$ cat src/verilog/irpw_pkg.sv
// Constants, states and the prescale decoder for the IR carrier / PWM generator
// What this block does
// Carrier frequency is timer clock over two times (1+carrier preset) times prescale.
// High phase lasts prescale times (1+high preset) timer clock periods.
// Low phase lasts prescale times (1+low preset) timer clock periods.
// Carrier counter counts down over 8 bits, with its own clock select.
// Low-time-only clear and carrier-in-low set: carrier drives the pin in low phase.
// Low-time-only and carrier-in-low clear: no carrier in low phase, plain PWM from the two times.
// After enable falls, keep transmitting until the next high-phase underflow (low underflow in low-time-only mode), then stop.
// Low-time-only set: high timer ignored; with carrier-in-low clear, output formed from the low timer only.
// High-pulse timer underflow raises its own interrupt.
// Low-pulse timer underflow raises its own interrupt.
// Outside low-time-only mode, each timer reloads on underflow and hands over, phases alternating while enabled.
// Disabled and not draining, the pin is held low.
package irpw_pkg;

   localparam int COUNT_W = 8;
   localparam int SEL_W = 2;
   localparam int PRE_W = 3;

   // Prescale ratios, minus one, for select codes 0..3 (ratios 1, 2, 4, 8)
   localparam logic [PRE_W-1:0] PRE_LAST_SEL0 = 3'h0;
   localparam logic [PRE_W-1:0] PRE_LAST_SEL1 = 3'h1;
   localparam logic [PRE_W-1:0] PRE_LAST_SEL2 = 3'h3;
   localparam logic [PRE_W-1:0] PRE_LAST_SEL3 = 3'h7;

   localparam logic [COUNT_W-1:0] COUNT_RST = 8'h00;
   localparam logic [PRE_W-1:0] PRE_CNT_RST = 3'h0;
   localparam logic CARRIER_START_LEVEL = 1'b1;
   localparam logic PIN_IDLE_LEVEL = 1'b0;

   typedef enum logic [1:0] {
      IRPW_IDLE = 2'b00,
      IRPW_RUN = 2'b01,
      IRPW_DRAIN = 2'b10
   } irpw_state_t;

   function automatic logic [PRE_W-1:0] irpw_pre_last(input logic [SEL_W-1:0] sel);
      logic [PRE_W-1:0] last;
      unique case (sel)
         2'h0: last = PRE_LAST_SEL0;
         2'h1: last = PRE_LAST_SEL1;
         2'h2: last = PRE_LAST_SEL2;
         2'h3: last = PRE_LAST_SEL3;
      endcase
      return last;
   endfunction

endpackage

$ cat src/verilog/irpw_tick_gen.sv
// Prescaler that turns the timer base clock into a selectable tick
`timescale 1ns/100ps
module irpw_tick_gen (
   input wire logic i_ref_clk,
   input wire logic i_reset_n,
   input wire logic i_clear,
   input wire logic [irpw_pkg::SEL_W-1:0] i_select,
   output logic o_tick
);

   logic [irpw_pkg::PRE_W-1:0] cnt_reg;
   logic [irpw_pkg::PRE_W-1:0] last;

   assign last = irpw_pkg::irpw_pre_last(i_select);

   // A select change mid-count takes effect at once: the running count wraps at the new ratio's last value
   always_ff @(posedge i_ref_clk) begin
      if (!i_reset_n) begin
         cnt_reg <= irpw_pkg::PRE_CNT_RST;
         o_tick <= 1'b0;
      end else if (i_clear) begin
         // Restart one count in, so the first tick is used a full ratio after the clear
         cnt_reg <= (last == irpw_pkg::PRE_CNT_RST) ? irpw_pkg::PRE_CNT_RST : 3'h1;
         o_tick <= (last == irpw_pkg::PRE_CNT_RST);
      end else if (cnt_reg >= last) begin
         cnt_reg <= irpw_pkg::PRE_CNT_RST;
         o_tick <= 1'b1;
      end else begin
         cnt_reg <= cnt_reg + 3'h1;
         o_tick <= 1'b0;
      end
   end

   property p_tick_period;
      @(posedge i_ref_clk) disable iff (!i_reset_n || i_clear)
      o_tick && i_select == 2'h1 && $past(i_select) == 2'h1 |=> !o_tick ##1 o_tick;
   endproperty
   a_tick_period: assert property (p_tick_period) else $error("prescale by two broken");

endmodule // irpw_tick_gen

$ cat src/verilog/irpw_top.sv
// IR carrier and PWM waveform generator driving one output pin
`timescale 1ns/100ps
module irpw_top (
   input wire logic i_ref_clk,
   input wire logic i_reset_n,
   input wire logic i_ir_function_enable,
   input wire logic i_low_time_only_select,
   input wire logic i_carrier_in_low_phase_enable,
   input wire logic [irpw_pkg::COUNT_W-1:0] i_carrier_counter_preset,
   input wire logic [irpw_pkg::COUNT_W-1:0] i_high_pulse_preset,
   input wire logic [irpw_pkg::COUNT_W-1:0] i_low_pulse_preset,
   input wire logic [irpw_pkg::SEL_W-1:0] i_carrier_clock_select,
   input wire logic [irpw_pkg::SEL_W-1:0] i_pulse_timer_clock_select,
   output logic o_ir_output_pin,
   output logic o_high_underflow_irq,
   output logic o_low_underflow_irq,
   output logic o_busy
);

   irpw_pkg::irpw_state_t state_reg;
   irpw_pkg::irpw_state_t state_next;
   logic phase_high_reg;
   logic [irpw_pkg::COUNT_W-1:0] pulse_cnt_reg;
   logic [irpw_pkg::COUNT_W-1:0] carrier_cnt_reg;
   logic carrier_level_reg;
   logic low_only_level_reg;
   logic active;
   logic start;
   logic carrier_tick;
   logic pulse_tick;
   logic pulse_uf;
   logic high_uf;
   logic low_uf;
   logic stop;
   logic pin_next;

   assign active = (state_reg != irpw_pkg::IRPW_IDLE);
   assign start = (state_reg == irpw_pkg::IRPW_IDLE) && i_ir_function_enable;
   assign pulse_uf = active && pulse_tick && (pulse_cnt_reg == irpw_pkg::COUNT_RST);
   assign high_uf = pulse_uf && phase_high_reg;
   assign low_uf = pulse_uf && !phase_high_reg;
   // With the high timer ignored there is no high underflow, so a drain ends on a low one
   assign stop = (state_reg == irpw_pkg::IRPW_DRAIN) &&
                 (high_uf || (low_uf && i_low_time_only_select));

   // Both prescalers restart with the function so the first phase is full length
   irpw_tick_gen u_carrier_tick (
      .i_ref_clk(i_ref_clk),
      .i_reset_n(i_reset_n),
      .i_clear(start),
      .i_select(i_carrier_clock_select),
      .o_tick(carrier_tick)
   );

   irpw_tick_gen u_pulse_tick (
      .i_ref_clk(i_ref_clk),
      .i_reset_n(i_reset_n),
      .i_clear(start),
      .i_select(i_pulse_timer_clock_select),
      .o_tick(pulse_tick)
   );

   always_comb begin
      state_next = state_reg;
      unique case (state_reg)
         irpw_pkg::IRPW_IDLE: begin
            if (i_ir_function_enable) begin
               state_next = irpw_pkg::IRPW_RUN;
            end
         end
         irpw_pkg::IRPW_RUN: begin
            if (!i_ir_function_enable) begin
               state_next = irpw_pkg::IRPW_DRAIN;
            end
         end
         irpw_pkg::IRPW_DRAIN: begin
            if (stop) begin
               state_next = irpw_pkg::IRPW_IDLE;
            end else if (i_ir_function_enable) begin
               state_next = irpw_pkg::IRPW_RUN;
            end
         end
         default: state_next = irpw_pkg::IRPW_IDLE;
      endcase
   end

   always_ff @(posedge i_ref_clk) begin
      if (!i_reset_n) begin
         state_reg <= irpw_pkg::IRPW_IDLE;
      end else begin
         state_reg <= state_next;
      end
   end

   // Carrier: half period is (1+preset) ticks, so a full period is twice that
   always_ff @(posedge i_ref_clk) begin
      if (!i_reset_n) begin
         carrier_cnt_reg <= irpw_pkg::COUNT_RST;
         carrier_level_reg <= irpw_pkg::CARRIER_START_LEVEL;
      end else if (start) begin
         carrier_cnt_reg <= i_carrier_counter_preset;
         carrier_level_reg <= irpw_pkg::CARRIER_START_LEVEL;
      end else if (active && carrier_tick) begin
         if (carrier_cnt_reg == irpw_pkg::COUNT_RST) begin
            carrier_cnt_reg <= i_carrier_counter_preset;
            carrier_level_reg <= !carrier_level_reg;
         end else begin
            carrier_cnt_reg <= carrier_cnt_reg - 8'h01;
         end
      end
   end

   // Pulse timers share one down counter; the phase says which preset it holds
   always_ff @(posedge i_ref_clk) begin
      if (!i_reset_n) begin
         pulse_cnt_reg <= irpw_pkg::COUNT_RST;
         phase_high_reg <= 1'b0;
         low_only_level_reg <= 1'b0;
      end else if (start) begin
         phase_high_reg <= !i_low_time_only_select;
         pulse_cnt_reg <= i_low_time_only_select ? i_low_pulse_preset : i_high_pulse_preset;
         low_only_level_reg <= 1'b1;
      end else if (pulse_uf) begin
         if (phase_high_reg || i_low_time_only_select) begin
            phase_high_reg <= 1'b0;
            pulse_cnt_reg <= i_low_pulse_preset;
         end else begin
            phase_high_reg <= 1'b1;
            pulse_cnt_reg <= i_high_pulse_preset;
         end
         if (!phase_high_reg) begin
            low_only_level_reg <= !low_only_level_reg;
         end
      end else if (active && pulse_tick) begin
         pulse_cnt_reg <= pulse_cnt_reg - 8'h01;
      end
   end

   always_comb begin
      pin_next = irpw_pkg::PIN_IDLE_LEVEL;
      if (active && !stop) begin
         if (phase_high_reg) begin
            pin_next = 1'b1;
         end else if (i_carrier_in_low_phase_enable) begin
            pin_next = carrier_level_reg;
         end else if (i_low_time_only_select) begin
            pin_next = low_only_level_reg;
         end else begin
            pin_next = 1'b0;
         end
      end
   end

   always_ff @(posedge i_ref_clk) begin
      if (!i_reset_n) begin
         o_ir_output_pin <= irpw_pkg::PIN_IDLE_LEVEL;
         o_high_underflow_irq <= 1'b0;
         o_low_underflow_irq <= 1'b0;
         o_busy <= 1'b0;
      end else begin
         o_ir_output_pin <= pin_next;
         o_high_underflow_irq <= high_uf;
         o_low_underflow_irq <= low_uf;
         o_busy <= (state_next != irpw_pkg::IRPW_IDLE);
      end
   end

   property p_idle_low;
      @(posedge i_ref_clk) disable iff (!i_reset_n)
      state_reg == irpw_pkg::IRPW_IDLE |=> !o_ir_output_pin;
   endproperty
   a_idle_low: assert property (p_idle_low) else $error("pin not low while idle");

   property p_high_out;
      @(posedge i_ref_clk) disable iff (!i_reset_n)
      state_reg == irpw_pkg::IRPW_RUN && phase_high_reg |=> o_ir_output_pin;
   endproperty
   a_high_out: assert property (p_high_out) else $error("pin low in high phase");

   property p_plain_pwm;
      @(posedge i_ref_clk) disable iff (!i_reset_n)
      state_reg == irpw_pkg::IRPW_RUN && !phase_high_reg && !i_carrier_in_low_phase_enable
      && !i_low_time_only_select |=> !o_ir_output_pin;
   endproperty
   a_plain_pwm: assert property (p_plain_pwm) else $error("carrier leaked into PWM");

   property p_carrier_low;
      @(posedge i_ref_clk) disable iff (!i_reset_n)
      state_reg == irpw_pkg::IRPW_RUN && !phase_high_reg && i_carrier_in_low_phase_enable
      |=> o_ir_output_pin == $past(carrier_level_reg);
   endproperty
   a_carrier_low: assert property (p_carrier_low) else $error("carrier missing in low");

   property p_high_irq;
      @(posedge i_ref_clk) disable iff (!i_reset_n)
      high_uf |=> o_high_underflow_irq ##1 !o_high_underflow_irq;
   endproperty
   a_high_irq: assert property (p_high_irq) else $error("high underflow irq wrong");

   property p_low_irq;
      @(posedge i_ref_clk) disable iff (!i_reset_n)
      low_uf |=> o_low_underflow_irq ##1 o_low_underflow_irq == $past(low_uf);
   endproperty
   a_low_irq: assert property (p_low_irq) else $error("low underflow irq wrong");

   property p_drain;
      @(posedge i_ref_clk) disable iff (!i_reset_n)
      state_reg == irpw_pkg::IRPW_RUN && !i_ir_function_enable
      |=> state_reg == irpw_pkg::IRPW_DRAIN && o_busy;
   endproperty
   a_drain: assert property (p_drain) else $error("stopped without draining");

   property p_drain_stop;
      @(posedge i_ref_clk) disable iff (!i_reset_n)
      state_reg == irpw_pkg::IRPW_DRAIN && high_uf
      |=> state_reg == irpw_pkg::IRPW_IDLE && !o_ir_output_pin && !o_busy;
   endproperty
   a_drain_stop: assert property (p_drain_stop) else $error("drain did not end");

   property p_carrier_reload;
      @(posedge i_ref_clk) disable iff (!i_reset_n)
      active && carrier_tick && carrier_cnt_reg == 8'h00
      |=> carrier_cnt_reg == $past(i_carrier_counter_preset)
      && carrier_level_reg != $past(carrier_level_reg);
   endproperty
   a_carrier_reload: assert property (p_carrier_reload) else $error("carrier reload bad");

   property p_carrier_down;
      @(posedge i_ref_clk) disable iff (!i_reset_n)
      active && !start && carrier_tick && carrier_cnt_reg != 8'h00
      |=> carrier_cnt_reg == $past(carrier_cnt_reg) - 8'h01;
   endproperty
   a_carrier_down: assert property (p_carrier_down) else $error("carrier count bad");

   property p_handover;
      @(posedge i_ref_clk) disable iff (!i_reset_n)
      low_uf && !i_low_time_only_select
      |=> phase_high_reg && pulse_cnt_reg == $past(i_high_pulse_preset);
   endproperty
   a_handover: assert property (p_handover) else $error("low to high handover bad");

   property p_high_to_low;
      @(posedge i_ref_clk) disable iff (!i_reset_n)
      high_uf |=> !phase_high_reg && pulse_cnt_reg == $past(i_low_pulse_preset);
   endproperty
   a_high_to_low: assert property (p_high_to_low) else $error("high to low bad");

   property p_low_only_stay_low;
      @(posedge i_ref_clk) disable iff (!i_reset_n)
      active && i_low_time_only_select && !phase_high_reg |=> !phase_high_reg;
   endproperty
   a_low_only_stay_low: assert property (p_low_only_stay_low) else $error("high timer used");

endmodule // irpw_top

$ cat config.mk
export PLATFORM = sky130hd
export DESIGN_NAME = irpw_top
export DESIGN_NICKNAME = d
export VERILOG_FILES = /design/src/verilog/irpw_pkg.sv /design/src/verilog/irpw_tick_gen.sv /design/src/verilog/irpw_top.sv
export SDC_FILE = /design/constraint.sdc
export NUM_CORES = 1
export LEC_CHECK = 0
export BUFFER_PORTS_ARGS = -buffer_cell sky130_fd_sc_hd__buf_2
export CAP_MARGIN = 25
export CELL_PAD_IN_SITES_DETAIL_PLACEMENT = 0
export CELL_PAD_IN_SITES_GLOBAL_PLACEMENT = 1
export CORE_UTILIZATION = 35
export DETAILED_ROUTE_END_ITERATION = 7
export PLACE_DENSITY = 0.79
export SLEW_MARGIN = 20
export SYNTH_ARGS = -nofsm -noshare
export SYNTH_HDL_FRONTEND = slang
export SYNTH_SLANG_ARGS = --single-unit
export TNS_END_PERCENT = 1
$ cat constraint.sdc
create_clock -name i_ref_clk -period 3.34 [get_ports i_ref_clk]
set_clock_uncertainty 0.2 [all_clocks]
set_input_delay 0.334 -clock i_ref_clk [delete_from_list [all_inputs] [get_ports i_ref_clk]]
set_output_delay 0.334 -clock i_ref_clk [all_outputs]
set_load 0.01 [all_outputs]
# After elaboration in Yosys (flattened, before gate mapping)
# Index checks and enable logic that the tools add are counted.
# totals
regBits	33
in_bits	33
wordCells	95
# classes
eq_ne	9
reduce_logical	32
n_lt_le_gt_ge	2
n_bitwise	1
muxes	33
add_sub_neg	4
# op_table
cell	count
$mux 8	8
$pmux 3 s4	2
$logic_not 8->1	2
$sub 8x1->8 const B	2
$mux 1	15
$mux 3	4
$eq 2x2->1 const B	5
$logic_and 1x1->1	9
$reduce_bool 2->1	4
$add 3x1->3 const B	2
$eq 2x1->1 const B	3
$ge 3x3->1	2
$logic_not 2->1	3
$logic_not 3->1	2
$mux 2	3
$pmux 2 s3	1
$reduce_and 2->1	3
$logic_not 1->1	5
$reduce_bool 3->1	1
$logic_or 1x1->1	2
$ne 2x1->1 const B	1
$reduce_or 2->1	1
$not 1->1	1

# Logic depth before layout (Yosys ltp)
# Gate-level depths: netlist of run 1.
# logic_depth
word_depth	10
depth_mapped	7
depth_no_buf	6

# Hierarchy
# From an unflattened synthesis of run 1, not the netlist that was laid out.
# hier_totals
cells_unflattened	249
hier_area_um2	2143.3
# by_module_without_submodules
module	n_inst	seq_area_each_um2	cells_each	area_each_um2
irpw_top	1	500.5	201	1695.4
irpw_tick_gen	2	80.1	24	224.0

# Worst setup path before layout of run 1
# OpenSTA, ideal clock, no wires.
# synth_timing
path_type	register -> register
startpoint	register pulse_cnt_reg[2] in the netlist's numbering
endpoint	register pulse_cnt_reg[1] in the netlist's numbering
period_less_slack_ns	2.074
setup_ns	0.070
n_path_buf	1
path_stages_with_launch	6
arrival_ns	1.805
slack_ns	1.266
cell_sequence	dfxtp_1 > or4_4 > nor4_4 > buf_6 > mux2_1 > a21oi_1
# synth_via
elab_chain_cells	4
word_cells_on_any_way	5
cone_classes	mux (2); reduce/logical (3)
# synth_lines
item	line_no	text
start, declared	irpw_top.sv:23	logic [irpw_pkg::COUNT_W-1:0] pulse_cnt_reg;
start signal, assigned	irpw_top.sv:116	pulse_cnt_reg <= irpw_pkg::COUNT_RST;
start signal, assigned	irpw_top.sv:121	pulse_cnt_reg <= i_low_time_only_select ? i_low_pulse_preset : i_high_pulse_preset;
start signal, assigned	irpw_top.sv:126	pulse_cnt_reg <= i_low_pulse_preset;
$logic_not 8->1 *	irpw_top.sv:39	assign pulse_uf = active && pulse_tick && (pulse_cnt_reg == irpw_pkg::COUNT_RST);
$logic_and 1x1->1 *	irpw_top.sv:39	
$mux 8	irpw_top.sv:123	end else if (pulse_uf) begin
$mux 8	irpw_top.sv:119	end else if (start) begin
# Mark *: on every way between the ends. The rest lies on a longest branch, timed or not.
# A chain may end at the register's enable or synchronous reset.

# Worst setup path in the final report of run 1
# Same ends and word-level chain as after synthesis.

==> impl_metrics.json, run 1 <==
{
  "syn_inst": 260,
  "cts_sinks": 33,
  "critPathMaxFanout": 11,
  "critPathKind": "flop to flop",
  "synth-xor-area-share_pct": 3.557,
  "diodes": 0,
  "muxShareOfSynthArea_pct": 9.430,
  "clkTransAtPathRegs_ns": 0.07,
  "min_path_type": "primary input to flop",
  "critical_path.slowest_cell": "nor4_4",
  "synth_top_area_share_pct": 29.81,
  "ant_nets": 0,
  "synth_cell_types": 54,
  "clk_latency_ns": 0.29,
  "drt_iter0_drc": 130,
  "grt_pass1_vias": 1843,
  "syn_to_final_growth_pct": 14.62,
  "status": "completed",
  "die_area_mm2": 0.006654,
  "synth_top_flop_cell": "dfxtp_1",
  "synth-compound-area-share_pct": 21.80,
  "rsz0062_at_grt": "no",
  "synth_most_common_cell": "dfxtp_1",
  "slew_headroom_pct": 50.27,
  "chipHeight_um": 81.57,
  "numCtsBuffers": 5,
  "synthAdderAreaFrac_pct": 6.776,
  "route.detailed.drc": 0,
  "fmax_ghz": 0.4133,
  "setup_viol": 0,
  "cts_setup_buffers": 0,
  "dp.cells": 361,
  "htreeDepth": 2,
  "synth_edf_count": 0,
  "multi_input_area_mm2": 0.001436,
  "via_count": 1999,
  "cts_resized": 0,
  "coreArea_mm2": 0.006026,
  "synth_top_area_cell": "dfxtp_1",
  "vias_per_cell": 5.432,
  "rows": 28,
  "layout-drive-gt1-share_pct": 23.89,
  "grt_usage_pct": 16.69,
  "critical_path.max_stage_delay_ns": 0.68,
  "power_leakage_nw": 1.074,
  "ir_drop_v": 0.0002080,
  "yosys_register_bits": 33,
  "port_buffers": 36,
  "grt_pass1_wl_um": 8507,
  "initial_utilization_pct": 36.77,
  "crit_family": "simple AND/OR/NAND/NOR gates",
  "tightestPinTransition_ns": 0.7451,
  "grt_remaining_overflow": 0,
  "drtPass1Iterations": 4,
  "finalCritPeriodShare_pct": 72.44,
  "io-pin-count": 37,
  "synthTopCellsByCount": "dfxtp_1 (33), a21oi_1 (19), inv_1 (18), o21ai_0 (16)",
  "cts_tree": "done",
  "design_area_mm2": 0.002540,
  "drv_cap": 0,
  "synth-simple-area-share_pct": 23.04,
  "pre_cts_ws_ns": 0.9144,
  "fin_crit_ns": 2.419,
  "fin_setup_tns_ns": 0,
  "worstSetupEndpointType": "flop",
  "crit_chain": "or4_4 > nor4_4 > mux2_1 > a21oi_1",
  "die_w_um": 81.57,
  "place_congestion": 0.8061,
  "slew_viol_final": 0,
  "powerDensity_mw_per_mm2": 435.1,
  "seqCellArea_um2": 660.6,
  "root_buffer": "clkbuf_8",
  "ys_seq_area_share_pct": 29.81,
  "syn-num-nets": 305,
  "crit_arrival_ns": 2.44,
  "wl_um": 5028,
  "synthTopCellsByArea": "dfxtp_1 (30%), ha_1 (6.8%), mux2i_1 (5.9%)",
  "ys_warn_count": 0,
  "fin_nets": 338,
  "netlist_area_mm2": 0.002216,
  "stdcell_count": 368,
  "hpwl_um": 3598,
  "cts.path.max_buffers": 2,
  "setup_ws_ns": 0.9207,
  "async_reset_ff_share_pct": 0,
  "finish.utilization_pct": 42.15,
  "fill_cells": 637,
  "holdWs_ns": 0.06653,
  "power_mw": 1.105,
  "wl_per_cell_um": 13.66,
  "grt_max_degree": 22,
  "antenna_found_initial": 0,
  "cp.buffers_inverters": 0,
  "placed_cell_area_mm2": 0.002454,
  "postCtsHoldBufs": 0,
  "finalHoldViolations": 0,
  "avgSynthCellArea_um2": 8.523,
  "critPathLaunchType": "flop",
  "synth_top_family_by_area": "simple AND/OR/NAND/NOR gates",
  "required_ns": 3.36
}
path summary, 6_finish.rpt:
kind                                    from                         endpoint  slack (ns)  cells past startpoint
max            pulse_cnt_reg[2]$_SDFFE_PN0P_    pulse_cnt_reg[1]$_SDFFE_PN0P_        0.92                      4
min                     i_ir_function_enable          state_reg[1]$_SDFF_PN0_        0.07                      2
max reg2reg    pulse_cnt_reg[2]$_SDFFE_PN0P_    pulse_cnt_reg[1]$_SDFFE_PN0P_        0.92                      4
min reg2reg  carrier_cnt_reg[1]$_SDFFE_PN0P_  carrier_cnt_reg[1]$_SDFFE_PN0P_        0.32                      2
cell type report:
cell class	count	area share, %
Clock buffer	7	3.399
Multi-Input combinational cell	197	56.55
Sequential cell	33	26.01
Tap cell	75	3.695
Timing Repair Buffer	38	7.685
Inverter	18	2.660
cell families after synthesis:
family,count (synthesis)
and+or+nand+nor,83
muxes,20
adders and majority gates,12
AOI/OAI and AO/OA,73
DFF,33
buffers and inverters,30
xor gates and xnor gates,9
layer usage:
| metal | global-route usage, % | share of wire (%) |
|---|---|---|
| met1 | 21.99 | 51 |
| met2 | 26.42 | 44 |
| met3 | 3.778 | 3.6 |
| met4 | 6.316 | 1.5 |
| met5 | 0 | 0 |
cell usage in the layout (no fill, tap or decap), types with 2 or more instances in the layout:
| master | synthesis | routed |
|---|---|---|
| a211oi_1 | 3 | 3 |
| a21oi_1 | 19 | 19 |
| a21oi_2 | 4 | 4 |
| a221oi_1 | 2 | 2 |
| a31oi_1 | 3 | 3 |
| and2_1 | 2 | 2 |
| and3_1 | 5 | 5 |
| buf_2 | 3 | 36 |
| buf_4 | 0 | 2 |
| clkbuf_8 | 0 | 6 |
| dfxtp_1 | 33 | 33 |
| ha_1 | 12 | 12 |
| inv_1 | 18 | 18 |
| mux2_2 | 6 | 6 |
| mux2i_1 | 13 | 13 |
| nand2_1 | 15 | 15 |
| nand2b_1 | 4 | 4 |
| nand3_1 | 3 | 3 |
| nand3b_1 | 3 | 3 |
| nand4_1 | 3 | 3 |
| nor2_1 | 15 | 15 |
| nor3_1 | 11 | 11 |
| nor3b_1 | 3 | 2 |
| nor4_4 | 3 | 3 |
| o211a_1 | 2 | 2 |
| o211ai_1 | 5 | 5 |
| o21a_1 | 2 | 2 |
| o21ai_0 | 16 | 16 |
| o311ai_1 | 2 | 2 |
| o31ai_1 | 6 | 6 |
| or2_2 | 3 | 3 |
| or3b_2 | 3 | 3 |
| or4_1 | 2 | 2 |
| xnor2_1 | 5 | 5 |
| xor2_1 | 4 | 4 |
power by group:
group	switching, mW	internal, mW
Clock	0.151	0.164
Combinational	0.175	0.148
Sequential	0.0411	0.427
Total	0.367	0.738
Power figures use the tool's default switching activity.
==> run 2: changes to the inputs <==
- clock period: 3.34 -> 2.3 ns (I/O delays scaled with it)
==> run 2 against run 1 <==
  * Clock power grew 87%
  * Sequential power grew 45%
  * Critical path depth grew 1
  * Largest cell class unchanged
  * Highest routed layer unchanged
==> impl_metrics.json, run 2 (same netlist as run 1, synthesis figures left out) <==
{
  "internal-power_mw": 1.208,
  "fin_crit_ns": 2.128,
  "power_frac_comb_pct": 28.2,
  "vias_per_cell": 5.322,
  "layout-drive-gt1-share_pct": 26.32,
  "chipHeight_um": 81.57,
  "hpwl_um": 3858,
  "root_buffer": "clkbuf_8",
  "powerDensity_mw_per_mm2": 666.3,
  "rsz0062_at_grt": "no",
  "fin_nets": 348,
  "die_area_mm2": 0.006654,
  "wl_um": 5221,
  "crit_family": "simple AND/OR/NAND/NOR gates",
  "cts_setup_buffers": 0,
  "final_common_cell": "buf_2",
  "r2r_slack_ns": 0.17,
  "slew_viol_final": 0,
  "placed_cell_area_mm2": 0.002521,
  "ir_drop_v": 0.0002734,
  "cts_tree": "done",
  "syn_to_final_growth_pct": 19.48,
  "cts.path.max_buffers": 2,
  "coreArea_mm2": 0.006026,
  "drtPass1Iterations": 4,
  "port_buffers": 36,
  "critical_path.slowest_cell": "or4_4",
  "seqCellArea_um2": 660.6,
  "critPathMaxFanout": 6,
  "design_area_mm2": 0.002648,
  "cts_sinks": 33,
  "grt_usage_pct": 17.82,
  "status": "completed",
  "die_w_um": 81.57,
  "grt_pass1_vias": 1903,
  "fin_setup_tns_ns": 0,
  "via_count": 2017,
  "wl_per_cell_um": 13.78,
  "route.detailed.drc": 0,
  "clk_latency_ns": 0.29,
  "min_path_type": "primary input to flop",
  "p_clk_share_pct": 33.4,
  "drt_iter0_drc": 128,
  "postCtsHoldBufs": 1,
  "htreeDepth": 2,
  "p_switching_mw": 0.5560,
  "power_leakage_nw": 1.138,
  "critPathLaunchType": "flop",
  "swShare_pct": 31.52,
  "dp.cells": 370,
  "initial_utilization_pct": 36.77,
  "crit_arrival_ns": 2.09,
  "critPathKind": "flop to flop",
  "stdcell_count": 379,
  "cp.buffers_inverters": 1,
  "ant_nets": 0,
  "place_congestion": 0.8131,
  "io-pin-count": 37,
  "multi_input_area_mm2": 0.001436,
  "crit_chain": "or4_4 > nor4_4 > buf_4 > mux2i_1 > a21oi_2",
  "numCtsBuffers": 5,
  "layout_common_cells": "buf_2 (36), dfxtp_1 (33), a21oi_1 (19)",
  "grt_max_degree": 21,
  "diodes": 0,
  "rows": 28,
  "clkTransAtPathRegs_ns": 0.08,
  "critical_path.max_stage_delay_ns": 0.59,
  "tightestPinTransition_ns": 0.5227,
  "fill_cells": 631,
  "fmax_ghz": 0.4699,
  "drv_cap": 0,
  "finalHoldViolations": 0,
  "finalCritPeriodShare_pct": 92.52,
  "slew_headroom_pct": 64.79,
  "setup_viol": 0,
  "worstSetupEndpointType": "flop",
  "grt_remaining_overflow": 0,
  "p_seq_share_pct": 38.4,
  "cts_resized": 0,
  "antenna_found_initial": 0,
  "grt_pass1_wl_um": 9080,
  "required_ns": 2.26
}
-- run 2: per-layer routing --
metal / up-vias / track usage, % / routed length [um]
li1: 1038 / - / -
met1: 918 / 24.98 / 2549
met2: 57 / 27.33 / 2348
met3: 4 / 3.444 / 284
met4: 0 / 5.614 / 38
met5: - / 0 / 0
-- run 2: power groups by stage --
stage               sequential [mW]  combinational, mW  clock (mW)
detailed placement            0.690              0.493           0
CTS                           0.676              0.498       0.594
floorplan                     0.671              0.364           0
finish                        0.678              0.497       0.589
global placement              0.689              0.494           0
global route                  0.685              0.566       0.624
-- run 2: worst paths after layout --
kind | startpoint | cells after the start | to
worst min-delay path | i_carrier_counter_preset[0] | 3 | carrier_cnt_reg[0]$_SDFFE_PN0P_
worst max-delay path | pulse_cnt_reg[2]$_SDFFE_PN0P_ | 5 | pulse_cnt_reg[2]$_SDFFE_PN0P_
worst min register to register | carrier_cnt_reg[1]$_SDFFE_PN0P_ | 2 | carrier_cnt_reg[1]$_SDFFE_PN0P_
worst max register to register | pulse_cnt_reg[2]$_SDFFE_PN0P_ | 5 | pulse_cnt_reg[2]$_SDFFE_PN0P_
-- run 2: per-stage QoR --
step	total power [mW]	hold WS, ns	util, %	worst slack, ns
after floorplan	1.036	0.1085	-	0.2257
after global placement	1.183	0.2670	41.84	0.2357
after detailed placement	1.183	0.2648	41.84	0.1717
after CTS	1.769	0.02028	43.94	0.1631
after global routing	1.876	0.05060	43.94	0.05306
final	1.764	0.02237	43.94	0.1720
-- run 2: layout make-up --
| cell class | instances | area share, % |
|---|---|---|
| sequential | 33 | 24.95 |
| timing repair buffer | 48 | 10.30 |
| inverter | 18 | 2.552 |
| clock buffer | 7 | 3.261 |
| multi-input combinational | 197 | 54.25 |
| tap | 75 | 3.544 |
| clock inverter | 1 | 1.134 |
-- run 2: tightest hold or removal path: cells and delay by family --
family	cells	cell delay, ns
buf+inv	1	0.11
simple gates	1	0.06
compound gates	1	0.06
